## src/logic/dforc_pkg.sv

```systemverilog
// constants, enumerations and carriers of the offset and retransmit controller
package dforc_pkg;

	// data path and memory geometry
	localparam int DATA_W = 18;
	localparam int ADDR_W = 17;
	localparam int PTR_W = 18;
	localparam logic [PTR_W-1:0] DEPTH = 18'h2_0000;
	localparam logic [PTR_W-1:0] HALF_DEPTH = 18'h1_0000;
	localparam logic [PTR_W-1:0] PTR_STEP = 18'h0_0001;
	localparam logic [PTR_W-1:0] PTR_ZERO = 18'h0_0000;
	localparam logic [DATA_W-1:0] DATA_ZERO = 18'h0_0000;

	// offset split: low register carries the low bits, high register the rest
	localparam int OFS_LO_W = 16;
	localparam int OFS_HI_W = 1;
	localparam int OFS_W = OFS_LO_W + OFS_HI_W;
	localparam logic [OFS_W-1:0] OFS_DEF_PAR = 17'h0_007F;
	localparam logic [OFS_W-1:0] OFS_DEF_SER = 17'h0_03FF;

	// offset register pointer: 0 empty low, 1 empty high, 2 full low, 3 full high
	localparam logic [1:0] OPTR_EMPTY_LO = 2'h0;
	localparam logic [1:0] OPTR_FULL_HI = 2'h3;
	localparam logic [1:0] OPTR_STEP = 2'h1;
	localparam int OPTR_HI_BIT = 0;
	localparam int OPTR_SEL_BIT = 1;
	localparam logic OFS_SEL_EMPTY = 1'b0;
	localparam logic OFS_SEL_FULL = 1'b1;

	// mode and programming method encodings
	localparam logic MODE_STD = 1'b0;
	localparam logic METHOD_PAR = 1'b0;

	// retransmit setup lasts RT_SETUP_LAST + 1 read cycles
	localparam logic [1:0] RT_SETUP_LAST = 2'h1;
	localparam logic [1:0] RT_CNT_ZERO = 2'h0;
	localparam logic [1:0] RT_CNT_STEP = 2'h1;

	// reset levels of the partial and half flags and of the reset synchronisers
	localparam logic PAE_RST = 1'b0;
	localparam logic PAF_RST = 1'b1;
	localparam logic HF_RST = 1'b1;
	localparam logic SYNC_RST = 1'b0;

	typedef enum logic {
		RT_IDLE,
		RT_SETUP
	} dforc_rt_state_t;

	typedef struct packed {
		logic empty_flag_n;
		logic full_flag_n;
		logic half_full_flag_n;
		logic almost_empty_flag_n;
		logic almost_full_flag_n;
	} dforc_flags_t;

	typedef struct packed {
		logic en;
		logic [ADDR_W-1:0] addr;
		logic [DATA_W-1:0] data;
	} dforc_mem_wr_t;

endpackage : dforc_pkg

```

## src/logic/dforc_ctrl.sv

```systemverilog
// offset programming, offset read-back, retransmit and reset control of the deep fifo
`timescale 1ns/10ps
`default_nettype none

module dforc_ctrl
	import dforc_pkg::*;
(
	input wire logic clk_in,
	input wire logic resetn_in,
	input wire logic master_reset_n_in,
	input wire logic partial_reset_n_in,
	input wire logic fall_through_select_in,
	input wire logic load_select_n_in,
	input wire logic write_en_n_in,
	input wire logic read_en_n_in,
	input wire logic retransmit_n_in,
	input wire logic [DATA_W-1:0] data_in_bus_in,
	input wire logic [DATA_W-1:0] mem_rd_data_in,
	output logic [DATA_W-1:0] data_out_bus_out,
	output wire dforc_flags_t flags_out,
	output var dforc_mem_wr_t mem_wr_out,
	output wire logic [ADDR_W-1:0] mem_rd_addr_out,
	output logic fall_through_mode_out,
	output logic serial_method_out
);

	function automatic logic [OFS_W-1:0] ofs_value(input logic [OFS_HI_W-1:0] hi,
		input logic [OFS_LO_W-1:0] lo);
		ofs_value = {hi, lo};
	endfunction : ofs_value

	function automatic logic [DATA_W-1:0] pad_word(input logic [OFS_W-1:0] v, input logic hi_half);
		logic [DATA_W-1:0] w;
		w = DATA_ZERO;
		if (hi_half) begin
			w[OFS_HI_W-1:0] = v[OFS_W-1:OFS_LO_W];
		end else begin
			w[OFS_LO_W-1:0] = v[OFS_LO_W-1:0];
		end
		pad_word = w;
	endfunction : pad_word

	// asynchronous reset trees; flops take only constants under them
	wire logic mrst_n = resetn_in & master_reset_n_in;
	wire logic prst_n = mrst_n & partial_reset_n_in;

	// three-stage synchronisers, a change counts once stages two and three agree
	logic mrs_s1, mrs_s2, mrs_s3, mrs_low;
	logic prs_s1, prs_s2, prs_s3, prs_low;
	wire logic rst_active = mrs_low | prs_low;

	always_ff @(posedge clk_in or negedge resetn_in) begin
		if (!resetn_in) begin
			mrs_s1 <= SYNC_RST;
			mrs_s2 <= SYNC_RST;
			mrs_s3 <= SYNC_RST;
			prs_s1 <= SYNC_RST;
			prs_s2 <= SYNC_RST;
			prs_s3 <= SYNC_RST;
			mrs_low <= !SYNC_RST;
			prs_low <= !SYNC_RST;
		end else begin
			mrs_s1 <= master_reset_n_in;
			mrs_s2 <= mrs_s1;
			mrs_s3 <= mrs_s2;
			prs_s1 <= partial_reset_n_in;
			prs_s2 <= prs_s1;
			prs_s3 <= prs_s2;
			if (mrs_s2 == mrs_s3) begin
				mrs_low <= !mrs_s3;
			end
			if (prs_s2 == prs_s3) begin
				prs_low <= !prs_s3;
			end
		end
	end

	// configuration and offset storage
	logic fall_through_select_mode;
	logic serial_method;
	logic [OFS_LO_W-1:0] ofs_lo [2];
	logic [OFS_HI_W-1:0] ofs_hi [2];
	logic [1:0] ofs_wptr;
	logic [1:0] ofs_rptr;

	wire logic [OFS_W-1:0] empty_ofs = ofs_value(ofs_hi[OFS_SEL_EMPTY], ofs_lo[OFS_SEL_EMPTY]);
	wire logic [OFS_W-1:0] full_ofs = ofs_value(ofs_hi[OFS_SEL_FULL], ofs_lo[OFS_SEL_FULL]);
	wire logic [OFS_W-1:0] def_ofs = load_select_n_in ? OFS_DEF_SER : OFS_DEF_PAR;
	wire logic rd_sel = ofs_rptr[OPTR_SEL_BIT];
	wire logic [DATA_W-1:0] ofs_rd_word = pad_word(ofs_value(ofs_hi[rd_sel], ofs_lo[rd_sel]),
		ofs_rptr[OPTR_HI_BIT]);

	// datapath state
	logic [PTR_W-1:0] wptr;
	logic [PTR_W-1:0] wptr_vis;
	logic [PTR_W-1:0] rptr;
	logic out_valid;
	dforc_rt_state_t rt_state, next_rt_state;
	logic [1:0] rt_cnt;

	wire logic rt_idle = (rt_state == RT_IDLE);
	wire logic [PTR_W-1:0] mem_count = wptr_vis - rptr;
	wire logic [PTR_W-1:0] wr_count = wptr - rptr;
	wire logic mem_nonempty = (mem_count != PTR_ZERO);
	wire logic wfull = (wr_count == DEPTH);

	// request decode
	wire logic rt_start = rt_idle & !retransmit_n_in & read_en_n_in & write_en_n_in;
	wire logic rd_req = rt_idle & !read_en_n_in & load_select_n_in;
	wire logic ofs_rd = rt_idle & !read_en_n_in & !load_select_n_in;
	wire logic ofs_wr = !write_en_n_in & !load_select_n_in & (serial_method == METHOD_PAR)
		& !mrs_low;
	wire logic mem_wr = !write_en_n_in & load_select_n_in & !wfull;
	wire logic mem_rd_std = !fall_through_select_mode & rd_req & mem_nonempty;
	wire logic fall_through_select_pop = fall_through_select_mode & rd_req & out_valid;
	wire logic fall_through_select_load = fall_through_select_mode & rt_idle & mem_nonempty & !ofs_rd
		& (!out_valid | fall_through_select_pop);
	wire logic rd_take = mem_rd_std | fall_through_select_load;

	// next values
	wire logic [PTR_W-1:0] next_rptr = rt_start ? PTR_ZERO
		: (rd_take ? rptr + PTR_STEP : rptr);
	wire logic next_out_valid = !rt_start & !ofs_rd & (fall_through_select_load | (out_valid & !fall_through_select_pop));
	wire logic [DATA_W-1:0] next_data_out = ofs_rd ? ofs_rd_word
		: (rd_take ? mem_rd_data_in : data_out_bus_out);
	wire logic [1:0] next_rt_cnt = rt_start ? RT_SETUP_LAST
		: (rt_cnt != RT_CNT_ZERO ? rt_cnt - RT_CNT_STEP : rt_cnt);
	wire logic next_rt_busy = (next_rt_state == RT_SETUP);

	always_comb begin
		next_rt_state = rt_state;
		case (rt_state)
			RT_IDLE: begin
				if (rt_start) begin
					next_rt_state = RT_SETUP;
				end
			end
			RT_SETUP: begin
				if (rt_cnt == RT_CNT_ZERO) begin
					next_rt_state = RT_IDLE;
				end
			end
			default: begin
				next_rt_state = RT_IDLE;
			end
		endcase
	end

	// flag thresholds; fall-through counts the output register as one more word
	wire logic [PTR_W-1:0] fall_through_select_extra = PTR_W'(fall_through_select_mode);
	wire logic [PTR_W-1:0] total = mem_count + PTR_W'(fall_through_select_mode & out_valid);
	wire logic pae_raw = total <= (PTR_W'(empty_ofs) + fall_through_select_extra);
	wire logic paf_raw = total >= (DEPTH - PTR_W'(full_ofs) + fall_through_select_extra);
	wire logic hf_raw = total > (HALF_DEPTH + fall_through_select_extra);

	// mode-shared empty and full pins: empty/ready and full/input-ready
	wire logic next_empty_n = rst_active ? fall_through_select_mode
		: (fall_through_select_mode ? (next_rt_busy | !next_out_valid)
		: (!next_rt_busy & mem_nonempty));
	wire logic next_full_n = rst_active ? !fall_through_select_mode : (fall_through_select_mode ? wfull : !wfull);

	// strap capture after the master reset level is seen; async path only at power-up
	always_ff @(posedge clk_in or negedge resetn_in) begin
		if (!resetn_in) begin
			fall_through_select_mode <= MODE_STD;
			serial_method <= METHOD_PAR;
			ofs_lo <= '{default: OFS_DEF_PAR[OFS_LO_W-1:0]};
			ofs_hi <= '{default: OFS_DEF_PAR[OFS_W-1:OFS_LO_W]};
		end else if (mrs_low) begin
			fall_through_select_mode <= fall_through_select_in;
			serial_method <= load_select_n_in;
			ofs_lo <= '{default: def_ofs[OFS_LO_W-1:0]};
			ofs_hi <= '{default: def_ofs[OFS_W-1:OFS_LO_W]};
		end else if (ofs_wr) begin
			if (ofs_wptr[OPTR_HI_BIT]) begin
				ofs_hi[ofs_wptr[OPTR_SEL_BIT]] <= data_in_bus_in[OFS_HI_W-1:0];
			end else begin
				ofs_lo[ofs_wptr[OPTR_SEL_BIT]] <= data_in_bus_in[OFS_LO_W-1:0];
			end
		end
	end

	// offset pointers see only the master reset, so partial reset leaves them alone
	always_ff @(posedge clk_in or negedge mrst_n) begin
		if (!mrst_n) begin
			ofs_wptr <= OPTR_EMPTY_LO;
			ofs_rptr <= OPTR_EMPTY_LO;
		end else begin
			ofs_wptr <= ofs_wr ? ofs_wptr + OPTR_STEP : ofs_wptr;
			ofs_rptr <= ofs_rd ? ofs_rptr + OPTR_STEP : ofs_rptr;
		end
	end

	// pointers, output register and retransmit sequencing
	always_ff @(posedge clk_in or negedge prst_n) begin
		if (!prst_n) begin
			wptr <= PTR_ZERO;
			wptr_vis <= PTR_ZERO;
			rptr <= PTR_ZERO;
			out_valid <= 1'b0;
			data_out_bus_out <= DATA_ZERO;
			mem_wr_out <= '0;
			rt_state <= RT_IDLE;
			rt_cnt <= RT_CNT_ZERO;
		end else begin
			wptr <= mem_wr ? wptr + PTR_STEP : wptr;
			wptr_vis <= mem_wr_out.en ? wptr_vis + PTR_STEP : wptr_vis;
			rptr <= next_rptr;
			out_valid <= next_out_valid;
			data_out_bus_out <= next_data_out;
			mem_wr_out <= '{en: mem_wr, addr: wptr[ADDR_W-1:0], data: data_in_bus_in};
			rt_state <= next_rt_state;
			rt_cnt <= next_rt_cnt;
		end
	end

	// flags: empty/full follow the kept mode, hence resynchronised reset only
	logic empty_n, full_n, hf_n, pae_s1, pae_n, paf_s1, paf_n;

	always_ff @(posedge clk_in or negedge resetn_in) begin
		if (!resetn_in) begin
			empty_n <= MODE_STD;
			full_n <= !MODE_STD;
		end else begin
			empty_n <= next_empty_n;
			full_n <= next_full_n;
		end
	end

	// two-stage partial flags give the two-edge settling after an offset write
	always_ff @(posedge clk_in or negedge prst_n) begin
		if (!prst_n) begin
			hf_n <= HF_RST;
			pae_s1 <= PAE_RST;
			pae_n <= PAE_RST;
			paf_s1 <= PAF_RST;
			paf_n <= PAF_RST;
		end else begin
			hf_n <= !hf_raw;
			pae_s1 <= !pae_raw;
			pae_n <= pae_s1;
			paf_s1 <= !paf_raw;
			paf_n <= paf_s1;
		end
	end

	always_ff @(posedge clk_in or negedge resetn_in) begin
		if (!resetn_in) begin
			fall_through_mode_out <= MODE_STD;
			serial_method_out <= METHOD_PAR;
		end else begin
			fall_through_mode_out <= fall_through_select_mode;
			serial_method_out <= serial_method;
		end
	end

	assign flags_out = '{empty_flag_n: empty_n, full_flag_n: full_n, half_full_flag_n: hf_n,
		almost_empty_flag_n: pae_n, almost_full_flag_n: paf_n};
	assign mem_rd_addr_out = rptr[ADDR_W-1:0];
endmodule : dforc_ctrl

`default_nettype wire

```

## config.mk

```make
export PLATFORM = sky130hd
export DESIGN_NAME = dforc_ctrl
export DESIGN_NICKNAME = d
export VERILOG_FILES = /design/src/logic/dforc_pkg.sv /design/src/logic/dforc_ctrl.sv
export SDC_FILE = /design/constraint.sdc
export NUM_CORES = 1
export LEC_CHECK = 0
export ABC_AREA = 1
export BUFFER_PORTS_ARGS = -buffer_cell sky130_fd_sc_hd__buf_2
export CORE_ASPECT_RATIO = 1.4
export CORE_MARGIN = 5
export CORE_UTILIZATION = 42
export CTS_BUF_LIST = sky130_fd_sc_hd__clkbuf_16
export DETAILED_ROUTE_END_ITERATION = 6
export SLEW_MARGIN = 20
export SYNTH_ARGS = -nofsm -noshare
export SYNTH_HDL_FRONTEND = slang
export SYNTH_SLANG_ARGS = --single-unit
```

## constraint.sdc

```tcl
create_clock -name clk_in -period 12.7 [get_ports clk_in]
set_clock_uncertainty 0.15 [all_clocks]
set_input_delay 0.635 -clock clk_in [delete_from_list [all_inputs] [get_ports clk_in]]
set_output_delay 0.635 -clock clk_in [all_outputs]
set_load 0.02 [all_outputs]
```

==> results of run 1 <==
==> cells by family (layout without fill, tap and decap cells) <==
family / count (synthesis) / count (layout) / synth area share, %
adders and majority gates: 80 / 80 / 8.94
xor gates and xnor gates: 109 / 109 / 8.60
muxes: 3 / 3 / 0.266
and+or+nand+nor: 682 / 682 / 26.8
buffers and inverters: 239 / 346 / 9.22
AOI/OAI and AO/OA: 170 / 170 / 8.43
DFF: 169 / 169 / 37.7
==> how the worst max path moves through the flow <==
stage                                   start                               to  slack, ns  depth (start not counted)
final                     rptr[0]$_DFFE_PN0P_                 pae_s1$_DFF_PN0_       8.39                         22
after floorplan                     resetn_in  data_out_bus_out[0]$_DFFE_PN0P_       4.95                          2
after global routing      rptr[0]$_DFFE_PN0P_                 pae_s1$_DFF_PN0_       8.08                         22
after detailed placement  rptr[0]$_DFFE_PN0P_                 pae_s1$_DFF_PN0_       8.40                         22
after CTS                 rptr[0]$_DFFE_PN0P_                 pae_s1$_DFF_PN0_       8.37                         22
after global placement    rptr[0]$_DFFE_PN0P_                 pae_s1$_DFF_PN0_       8.44                         21
==> cells in the final DEF (no fill, tap or decap), types with 3 or more instances in the layout <==
cell type  instances
inv_2              4
nand4_1           68
nand3_2            3
dfstp_2           20
o22ai_1           12
dfrtp_1          149
xnor2_1           25
o21bai_1           4
a211oi_1           4
a21oi_1           46
nor2_2             3
mux2i_1            3
o21ai_1            3
nor2_1           116
o21ai_0           70
ha_1              79
a31oi_1           16
a21o_1             3
inv_6              5
clkinv_1           4
nor4_1            10
buf_4              7
nand3b_1          17
clkbuf_16         17
nand2_1          342
nand2_2            3
buf_2            122
inv_1            178
nand3_1           75
nor3_1            37
xor2_1            82
==> state kept, by name, summed over array words and instances, names as in the netlist, 17 cells and up <==
signal,cells
wptr,18
wptr_vis,18
rptr,18
empty_ofs,17
mem_wr_out,36
full_ofs,17
data_out_bus_out,18
==> metal layers <==
metal  global-route usage (%)  up-vias
met1                     23.3     4616
met3                     3.24       50
li1                         -     4957
met4                     10.4        0
met5                        0        -
met2                     37.9      221
==> worst max-delay path, delay by kind of cell (launching register included) <==
kind / cells / cell delay, ns
compound gates: 1 / 0.08
xor+xnor: 1 / 0.16
fa+ha+maj: 4 / 1.24
buf+inv: 4 / 0.33
flops: 1 / 0.53
simple gates: 12 / 1.68
==> power by group <==
part,leakage [nW],total [W],switching [W],internal [W]
clock network,0.304,0.000556,0.000258,0.000299
registers,2.17,0.000758,0.0000980,0.000660
logic,4.12,0.00169,0.00111,0.000583
total,6.60,0.00301,0.00147,0.00154
==> through the flow <==
step	area, um^2	hold slack, ns	util [%]	total power [W]
after global routing	12600	0.0710	47.4	0.00329
final	12600	0.0317	47.4	0.00301
after floorplan	11300	0.181	-	0.00203
after detailed placement	12000	0.186	45.1	0.00246
after CTS	12600	0.0327	47.4	0.00303
after global placement	12000	0.183	45.1	0.00243
==> cell type report <==
cell class / instances / share of cell area (%)
Clock buffer: 17 / 3.37
Clock inverter: 15 / 1.47
Inverter: 185 / 5.50
Multi-Input combinational cell: 1044 / 47.5
Sequential cell: 169 / 33.7
Tap cell: 328 / 3.25
Timing Repair Buffer: 129 / 5.25
==> run metrics, run 1 <==
status finished, final reports clean; critical-path cell list ha_1, fa_1, inv_1, ha_1, inv_1, nor2_1, nand3_1, nor2_1, nand3_1, nor2_2, nand3_1, inv_1, nand3_1, nor2_1, xor2_1, inv_1, ha_1, nand2_1, nor2_1, nand4_1, nor3_1, a21oi_1; critical path required time 12.87 ns; CTS Buffer Depth 2; Cells after Synth 1452; nature of the critical path startpoint flop; vias per cell 5.22; YS warnings 0; synthesized area 0.0113 mm^2; Die Span Y 204 um; top-area cell type share of the netlist area 33.1%; final wirelength 31300 um; DRC violations left 0; Die Span X 148 um; Tightest Hold Check Type input port to asynchronous set/reset pin; RSZ-0062 raised after global routing no; initial drt markers 493; Worst slew margin 32.2%; clock sinks 169; die area 0.0303 mm^2; multi-input logic area 0.00599 mm^2; crit path DAT 4.48 ns; CTS root buffer clkbuf_16; dpl cells 1855; top cells by count, synth 342 x nand2_1, 178 x inv_1, 149 x dfrtp_1, 117 x nor2_1, 82 x xor2_1; Synth cell types 47; crit-path max cell delay 0.53 ns; post-place setup slack 8.40 ns; total of max-cap violations 0; vias in the first global route 9669; Synth area leader dfrtp_1; met1 WL 12300 um; IO Count 123; Worst Tran Pin Value 1.01 ns; CP Max Fanout 6; dpl hpwl 24600 um; cells on worst reg2reg path 22; Post-synth ARST share 100%; DR WL met2 16300 um; Pins Over Slew Limit 0; EDFF count, synth 0; htree depth 4; reg2reg end pae_s1$_DFF_PN0_; Setup crit end kind flop; ys flop type dfrtp_1; P&R area growth vs syn 11.9%; period utilisation layout 34.0%; syn avg cell area 7.77 um^2; largest cells by area after synthesis dfrtp_1 33%, nand2_1 11%, ha_1 8.8%; Max VDD drop 0.161 mV; Max Fclk 0.232 GHz; clk_lat worst skew 0.45 ns; Setup Crit Path Kind flop to flop; Hold Vio Cnt, Final 0; Mapped Nets 1577; # resized after CTS 0; n_diodes 0; fin crit period 4.31 ns; global route total overflow 0; setup tns final 0 ns; final setup vio count 0; CTS Buf Count 17; Setup WS post-layout 8.39 ns; reg2reg setup slack 8.39 ns; NumNets Final 1671; PortBufs 122; Critical-path top delay cell dfrtp_1; router iterations before antenna repair 5; first-pass GRT wire length 49700 um; average routed wire per standard cell 16.6 um; Yosys reg bits 169; pin count of the biggest net entering global routing 73; Filler Cell Count 2695; count leader, synth nand2_1; postcts setup bufs 0; Leakage 6.60 nW; Rows 71; CTS tree done; Final ANT Viol Nets 0; placer congestion estimate 0.894; FF/Latch Area 0.00425 mm^2; initial core utilization 42.3%; Hold Buf Count CTS 0; reg2reg start rptr[0]$_DFFE_PN0P_; Cell Count, Final, Fillers Out 1887; initial antenna violation count 0; area of the core 0.0267 mm^2; Clock transition at path regs 0.08 ns; share of cells above drive strength 1 13.0%; Vias 9844; DR WL met3 1160 um; register area share after synthesis 37.7%; GRT Util Overall 20.8%; uppermost routed layer met4; pwr dens 238 mW/mm^2
Power figures use the tool's default switching activity.
==> inputs of run 2 (changes only) <==
Clock period 12.7 ns to 3.65 ns, I/O delays scaled along.
==> run metrics, run 2 (same netlist as run 1, synthesis figures left out) <==
status finished, final reports clean; Rows 71 (unchanged); period utilisation layout 100% (+66 points); dpl hpwl 25400 um (+3.1%); Vias 10361 (+5.3%); htree depth 4 (unchanged); P&R area growth vs syn 24.2%; commonest non-fill, non-tap cell in the layout nand2_1; DRC violations left 0 (unchanged); Leakage 7.22 nW (+9.5%); CP startpoint wptr_vis[0]$_DFFE_PN0P_; DR WL met3 1070 um (-7.6%); fin crit period 3.65 ns (-0.665 ns); CTS root buffer clkbuf_16; CTS Buffer Depth 2 (unchanged); initial drt markers 521 (+5.7%); Worst slew margin 34.6% (+2.4 points); met1 WL 12600 um (+2.7%); Max Fclk 0.274 GHz (+18%); final wirelength 33200 um (+6.2%); Final ANT Viol Nets 0 (unchanged); crit path DAT 3.89 ns (-0.59 ns); max reg flops 36 (unchanged); Critical-path top delay cell fa_2; n_diodes 0 (unchanged); area of the core 0.0267 mm^2 (unchanged); GRT Util Overall 22.2% (+1.4 points); Tightest Hold Check Type input port to flop; clk_lat worst skew 0.46 ns (about the same); Worst Tran Pin Value 0.975 ns (-0.0363 ns); Hold Vio Cnt, Final 0 (unchanged); Die Span Y 204 um (unchanged); largest reg by FF count mem_wr_out; RSZ-0062 raised after global routing yes; placer congestion estimate 0.918 (+2.6%); Pins Over Slew Limit 0 (unchanged); CP Max Fanout 2 (-4); initial core utilization 42.3% (unchanged); clock sinks 169 (unchanged); global route total overflow 0 (unchanged); uppermost routed layer met4; vias in the first global route 10524 (+8.8%); PortBufs 122 (unchanged); reg2reg start wptr_vis[0]$_DFFE_PN0P_; commonest non-fill, non-tap cells in the layout 335 x nand2_1, 172 x inv_1, 149 x dfrtp_1; Max VDD drop 0.484 mV (+200%); router iterations before antenna repair 5 (unchanged); pin count of the biggest net entering global routing 63 (-14%); most common cell type on the critical path inv_1; CTS tree done; initial antenna violation count 0 (unchanged); IO Count 123 (unchanged); Final Core Density 52.6% (+5.2 points); DR WL met2 17500 um (+7.2%); nature of the critical path startpoint flop; vias per cell 5.14 (-1.5%); setup tns final 0 ns (unchanged); WHS 0.0293 ns (-0.00242 ns); total of max-cap violations 0 (unchanged); critical path required time 3.89 ns (-8.98 ns); die area 0.0303 mm^2 (unchanged); average routed wire per standard cell 16.5 um (-0.61%); share of cells above drive strength 1 20.0% (+7.0 points); Die Span X 148 um (unchanged); final setup vio count 0 (unchanged); first-pass GRT wire length 53100 um (+6.8%); critical-path cell list inv_1, ha_2, fa_2, inv_2, ha_4, inv_1, nor2_2, nand3_2, buf_4, buf_4, nor3_4, xor2_1, inv_1, ha_1, o21ai_0, nand2_1, a21oi_1, o21ai_1, nand4_1, a21oi_1, nor2_1; crit-path max cell delay 0.46 ns (-0.07 ns); Clock transition at path regs 0.08 ns (about the same); CTS Buf Count 17 (unchanged); Setup crit end kind flop; min-delay src mem_rd_data_in[15]; pwr dens 822 mW/mm^2 (+250%); Setup Crit Path Kind flop to flop; NumNets Final 1801 (+7.8%)
## run 2: path summary, 6_finish.rpt
path | cells after the start | slack [ns] | endpoint
min in group asynchronous | 3 | 0.30 | serial_method_out$_DFF_PN0_
max reg2reg | 21 | 0.002 | paf_s1$_DFF_PN1_
max in group asynchronous | 6 | 1.34 | rptr[1]$_DFFE_PN0P_
max | 21 | 0.002 | paf_s1$_DFF_PN1_
min | 5 | 0.03 | data_out_bus_out[15]$_DFFE_PN0P_
min reg2reg | 0 | 0.21 | prs_s2$_DFF_PN0_
## run 2: layout make-up
type	instances	area, um^2
timing repair buffer	259	1780
multi-input combinational	1044	6230
inverter	185	698
tap	328	410
clock inverter	15	206
fill	2535	12600
clock buffer	17	425
sequential	169	4250
## run 2: critical path, delay by kind of cell (launching register included)
family          cells  cell delay (ns)
simple gates        6             0.65
buf+inv             6             0.59
xor+xnor            1             0.20
flops               1             0.38
compound gates      4             0.55
fa+ha+maj           4             1.07
## run 2: power by group
part	internal (W)	switching, W	leakage [nW]
Sequential	0.00230	0.000343	2.17
Clock	0.000952	0.000985	0.304
Combinational	0.00264	0.00430	4.75
Total	0.00589	0.00563	7.22
## run 2: stage by stage
stage	worst slack (ns)	instance area (um^2)	std cells	total power [W]
after global placement	0.0186	12600	1928	0.00879
after floorplan	0.0837	11300	1452	0.00705
after CTS	-0.0143	13800	2009	0.0111
after detailed placement	-0.0978	12600	1928	0.00892
after global routing	-0.259	14000	2017	0.0125
final	0.00154	14000	2017	0.0115
## run 2: metal layers
| layer | GRT usage (%) | vias up |
|---|---|---|
| met3 | 3.02 | 80 |
| li1 | - | 5205 |
| met5 | 0 | - |
| met4 | 12.7 | 0 |
| met2 | 41.0 | 233 |
| met1 | 24.0 | 4843 |
## run 2: repair_timing
action	4_1_cts	5_1_grt
buffers inserted	4	8
hold buffers	45	0
pin swaps	15	28
endpoints found under the setup margin	2	21
hold endpoints to repair	127	0
resized for setup	20	40
==> inputs of run 3 (changes only) <==
Settings changed: REMOVE_ABC_BUFFERS set to 1.
==> run metrics, run 3 (same netlist as run 1, synthesis figures left out) <==
status finished, final reports clean; CTS tree done; Max VDD drop 0.409 mV (-15%); dpl hpwl 25400 um (+0.17%); Critical-path top delay cell fa_2; CP Max Fanout 3 (+1); P&R area growth vs syn 24.8%; max reg flops 36 (unchanged); router iterations before antenna repair 5 (unchanged); commonest non-fill, non-tap cells in the layout 336 x nand2_1, 173 x inv_1, 149 x dfrtp_1; critical path depth in cells 23 (+9.5%); pin count of the biggest net entering global routing 88 (+40%); die area 0.0303 mm^2 (unchanged); CTS root buffer clkbuf_16; RSZ-0062 raised after global routing yes; Filler Cell Count 2555 (+0.79%); Largest delay share family, worst path simple AND/OR/NAND/NOR gates; WHS 0.0406 ns (+0.0113 ns); fin crit period 3.63 ns (-0.0181 ns); pwr dens 837 mW/mm^2 (+1.7%); Vias 10472 (+1.1%); reg2reg start wptr_vis[0]$_DFFE_PN0P_; Worst slew margin 28.0% (-6.6 points); most common cell type on the critical path inv_2; vias per cell 5.18 (+0.92%); PortBufs 122 (unchanged); Die Span X 148 um (unchanged); Tightest Hold Check Type input port to flop; cells on worst reg2reg path 23 (+9.5%); Worst Tran Pin Value 1.08 ns (+0.105 ns); Final Core Density 52.8% (+0.26 points); Clock transition at path regs 0.07 ns (about the same); htree depth 4 (unchanged); critical path required time 3.83 ns (-0.06 ns); critical-path cell list inv_1, ha_2, fa_2, inv_2, ha_4, inv_2, nor2_2, nand3_1, nor2_1, nand3_1, nor2_4, nand3_2, inv_2, nand3_4, nor2_4, xor2_1, inv_2, ha_1, nand2_2, nor2_4, nand4_1, nor3_2, a21oi_2; clk_lat worst skew 0.45 ns (about the same); n_diodes 0 (unchanged); area of the core 0.0267 mm^2 (unchanged); share of cells above drive strength 1 20.6% (+0.61 points); final wirelength 32800 um (-1.2%); CP bufs+invs 5 (-1); CTS Buf Count 17 (unchanged); Die Span Y 204 um (unchanged); Leakage 7.20 nW (-0.25%); crit-path max cell delay 0.47 ns (about the same); CP startpoint wptr_vis[0]$_DFFE_PN0P_; GRT Util Overall 22.0% (-0.16 points); CTS Buffer Depth 2 (unchanged); initial core utilization 42.3% (unchanged); Pins Over Slew Limit 0 (unchanged); placer congestion estimate 0.908 (-1.0%); crit path DAT 3.81 ns (-0.08 ns); Hold Vio Cnt, Final 0 (unchanged); reg2reg setup slack 0.02 ns (+0.02 ns); initial antenna violation count 0 (unchanged); period utilisation layout 99.5% (-0.50 points); reg2reg end pae_s1$_DFF_PN0_; Final ANT Viol Nets 0 (unchanged); Setup crit end pae_s1$_DFF_PN0_; global route total overflow 0 (unchanged); Rows 71 (unchanged); Setup crit end kind flop; IO Count 123 (unchanged); first-pass GRT wire length 53000 um (-0.31%); Max Fclk 0.275 GHz (+0.50%); final setup vio count 0 (unchanged); nature of the critical path startpoint flop; DRC violations left 0 (unchanged); Setup Crit Path Kind flop to flop; average routed wire per standard cell 16.2 um (-1.3%); total of max-cap violations 0 (unchanged); initial drt markers 551 (+5.8%); commonest non-fill, non-tap cell in the layout nand2_1; NumNets Final 1804 (+0.17%); clock sinks 169 (unchanged); vias in the first global route 10696 (+1.6%); largest reg by FF count mem_wr_out
==> run 3: power breakdown <==
part	leakage [nW]	switching [W]	total, W	internal (W)
Combinational	4.77	0.00449	0.00737	0.00287
Clock	0.271	0.000845	0.00178	0.000940
Sequential	2.17	0.000331	0.00263	0.00230
Total	7.20	0.00567	0.0118	0.00611
==> run 3: routing by layer <==
metal,GRT usage [%],vias to the layer above,wire [um],share of wire (%)
met5,0,-,0,0
met4,9.11,0,1250,3.8
met2,41.5,248,17600,54
met3,2.91,63,1120,3.4
met1,24.6,4957,12900,39
li1,-,5204,-,-
==> run 3: per-stage QoR <==
stage	setup TNS, ns	setup WS (ns)	total power [W]	cell area (um^2)	cells
3_3_place_gp	-0.121	-0.0727	0.00903	12700	1937
5_1_grt	-0.435	-0.227	0.0128	14100	2020
2_1_floorplan	-421.43	-3.65	0.00692	10900	1398
3_5_place_dp	-0.291	-0.158	0.00913	12700	1937
4_1_cts	0	0.00617	0.0112	13700	2015
6_report	0	0.0197	0.0118	14100	2020
==> run 3: worst min path at each step <==
stage                       from                              end  cells after the start
6_report       mem_rd_data_in[2]  data_out_bus_out[2]$_DFFE_PN0P_                      5
5_1_grt        mem_rd_data_in[2]  data_out_bus_out[2]$_DFFE_PN0P_                      5
4_1_cts        mem_rd_data_in[2]  data_out_bus_out[2]$_DFFE_PN0P_                      5
3_5_place_dp           resetn_in        empty_ofs[14]$_DFFE_PN0P_                      1
3_3_place_gp           resetn_in        empty_ofs[14]$_DFFE_PN0P_                      1
2_1_floorplan          resetn_in                empty_n$_DFF_PN0_                      0
==> run 3: cell type report <==
cell class / count / area [um^2] / area share [%]
multi-input cells: 1044 / 6370 / 45.2
flip-flops and latches: 169 / 4250 / 30.2
repair buffers: 262 / 1800 / 12.8
inverters: 185 / 694 / 4.93
clock buffers: 17 / 425 / 3.02
well taps: 328 / 410 / 2.92
clock inverters: 15 / 126 / 0.898
==> run 3: repair_timing <==
item | 4_1_cts | 5_1_grt
setup endpoints to repair | 2 | 6
gates resized for setup | 22 | 55
hold buffers | 43 | 0
pin swaps | 13 | 29
setup buffers | 3 | 5
endpoints found under the hold margin | 207 | 0
==> run 3: worst register-to-register path, cell delays in order (launching register included) <==
cell and delay [ns]:
dfrtp_1 0.38, inv_1 0.07, ha_2 0.18, fa_2 0.47, inv_2 0.10, ha_4 0.13
inv_2 0.03, nor2_2 0.10, nand3_1 0.11, nor2_1 0.10, nand3_1 0.12, nor2_4 0.14
nand3_2 0.10, inv_2 0.08, nand3_4 0.07, nor2_4 0.09, xor2_1 0.20, inv_2 0.08
ha_1 0.30, nand2_2 0.07, nor2_4 0.09, nand4_1 0.12, nor3_2 0.21, a21oi_2 0.04
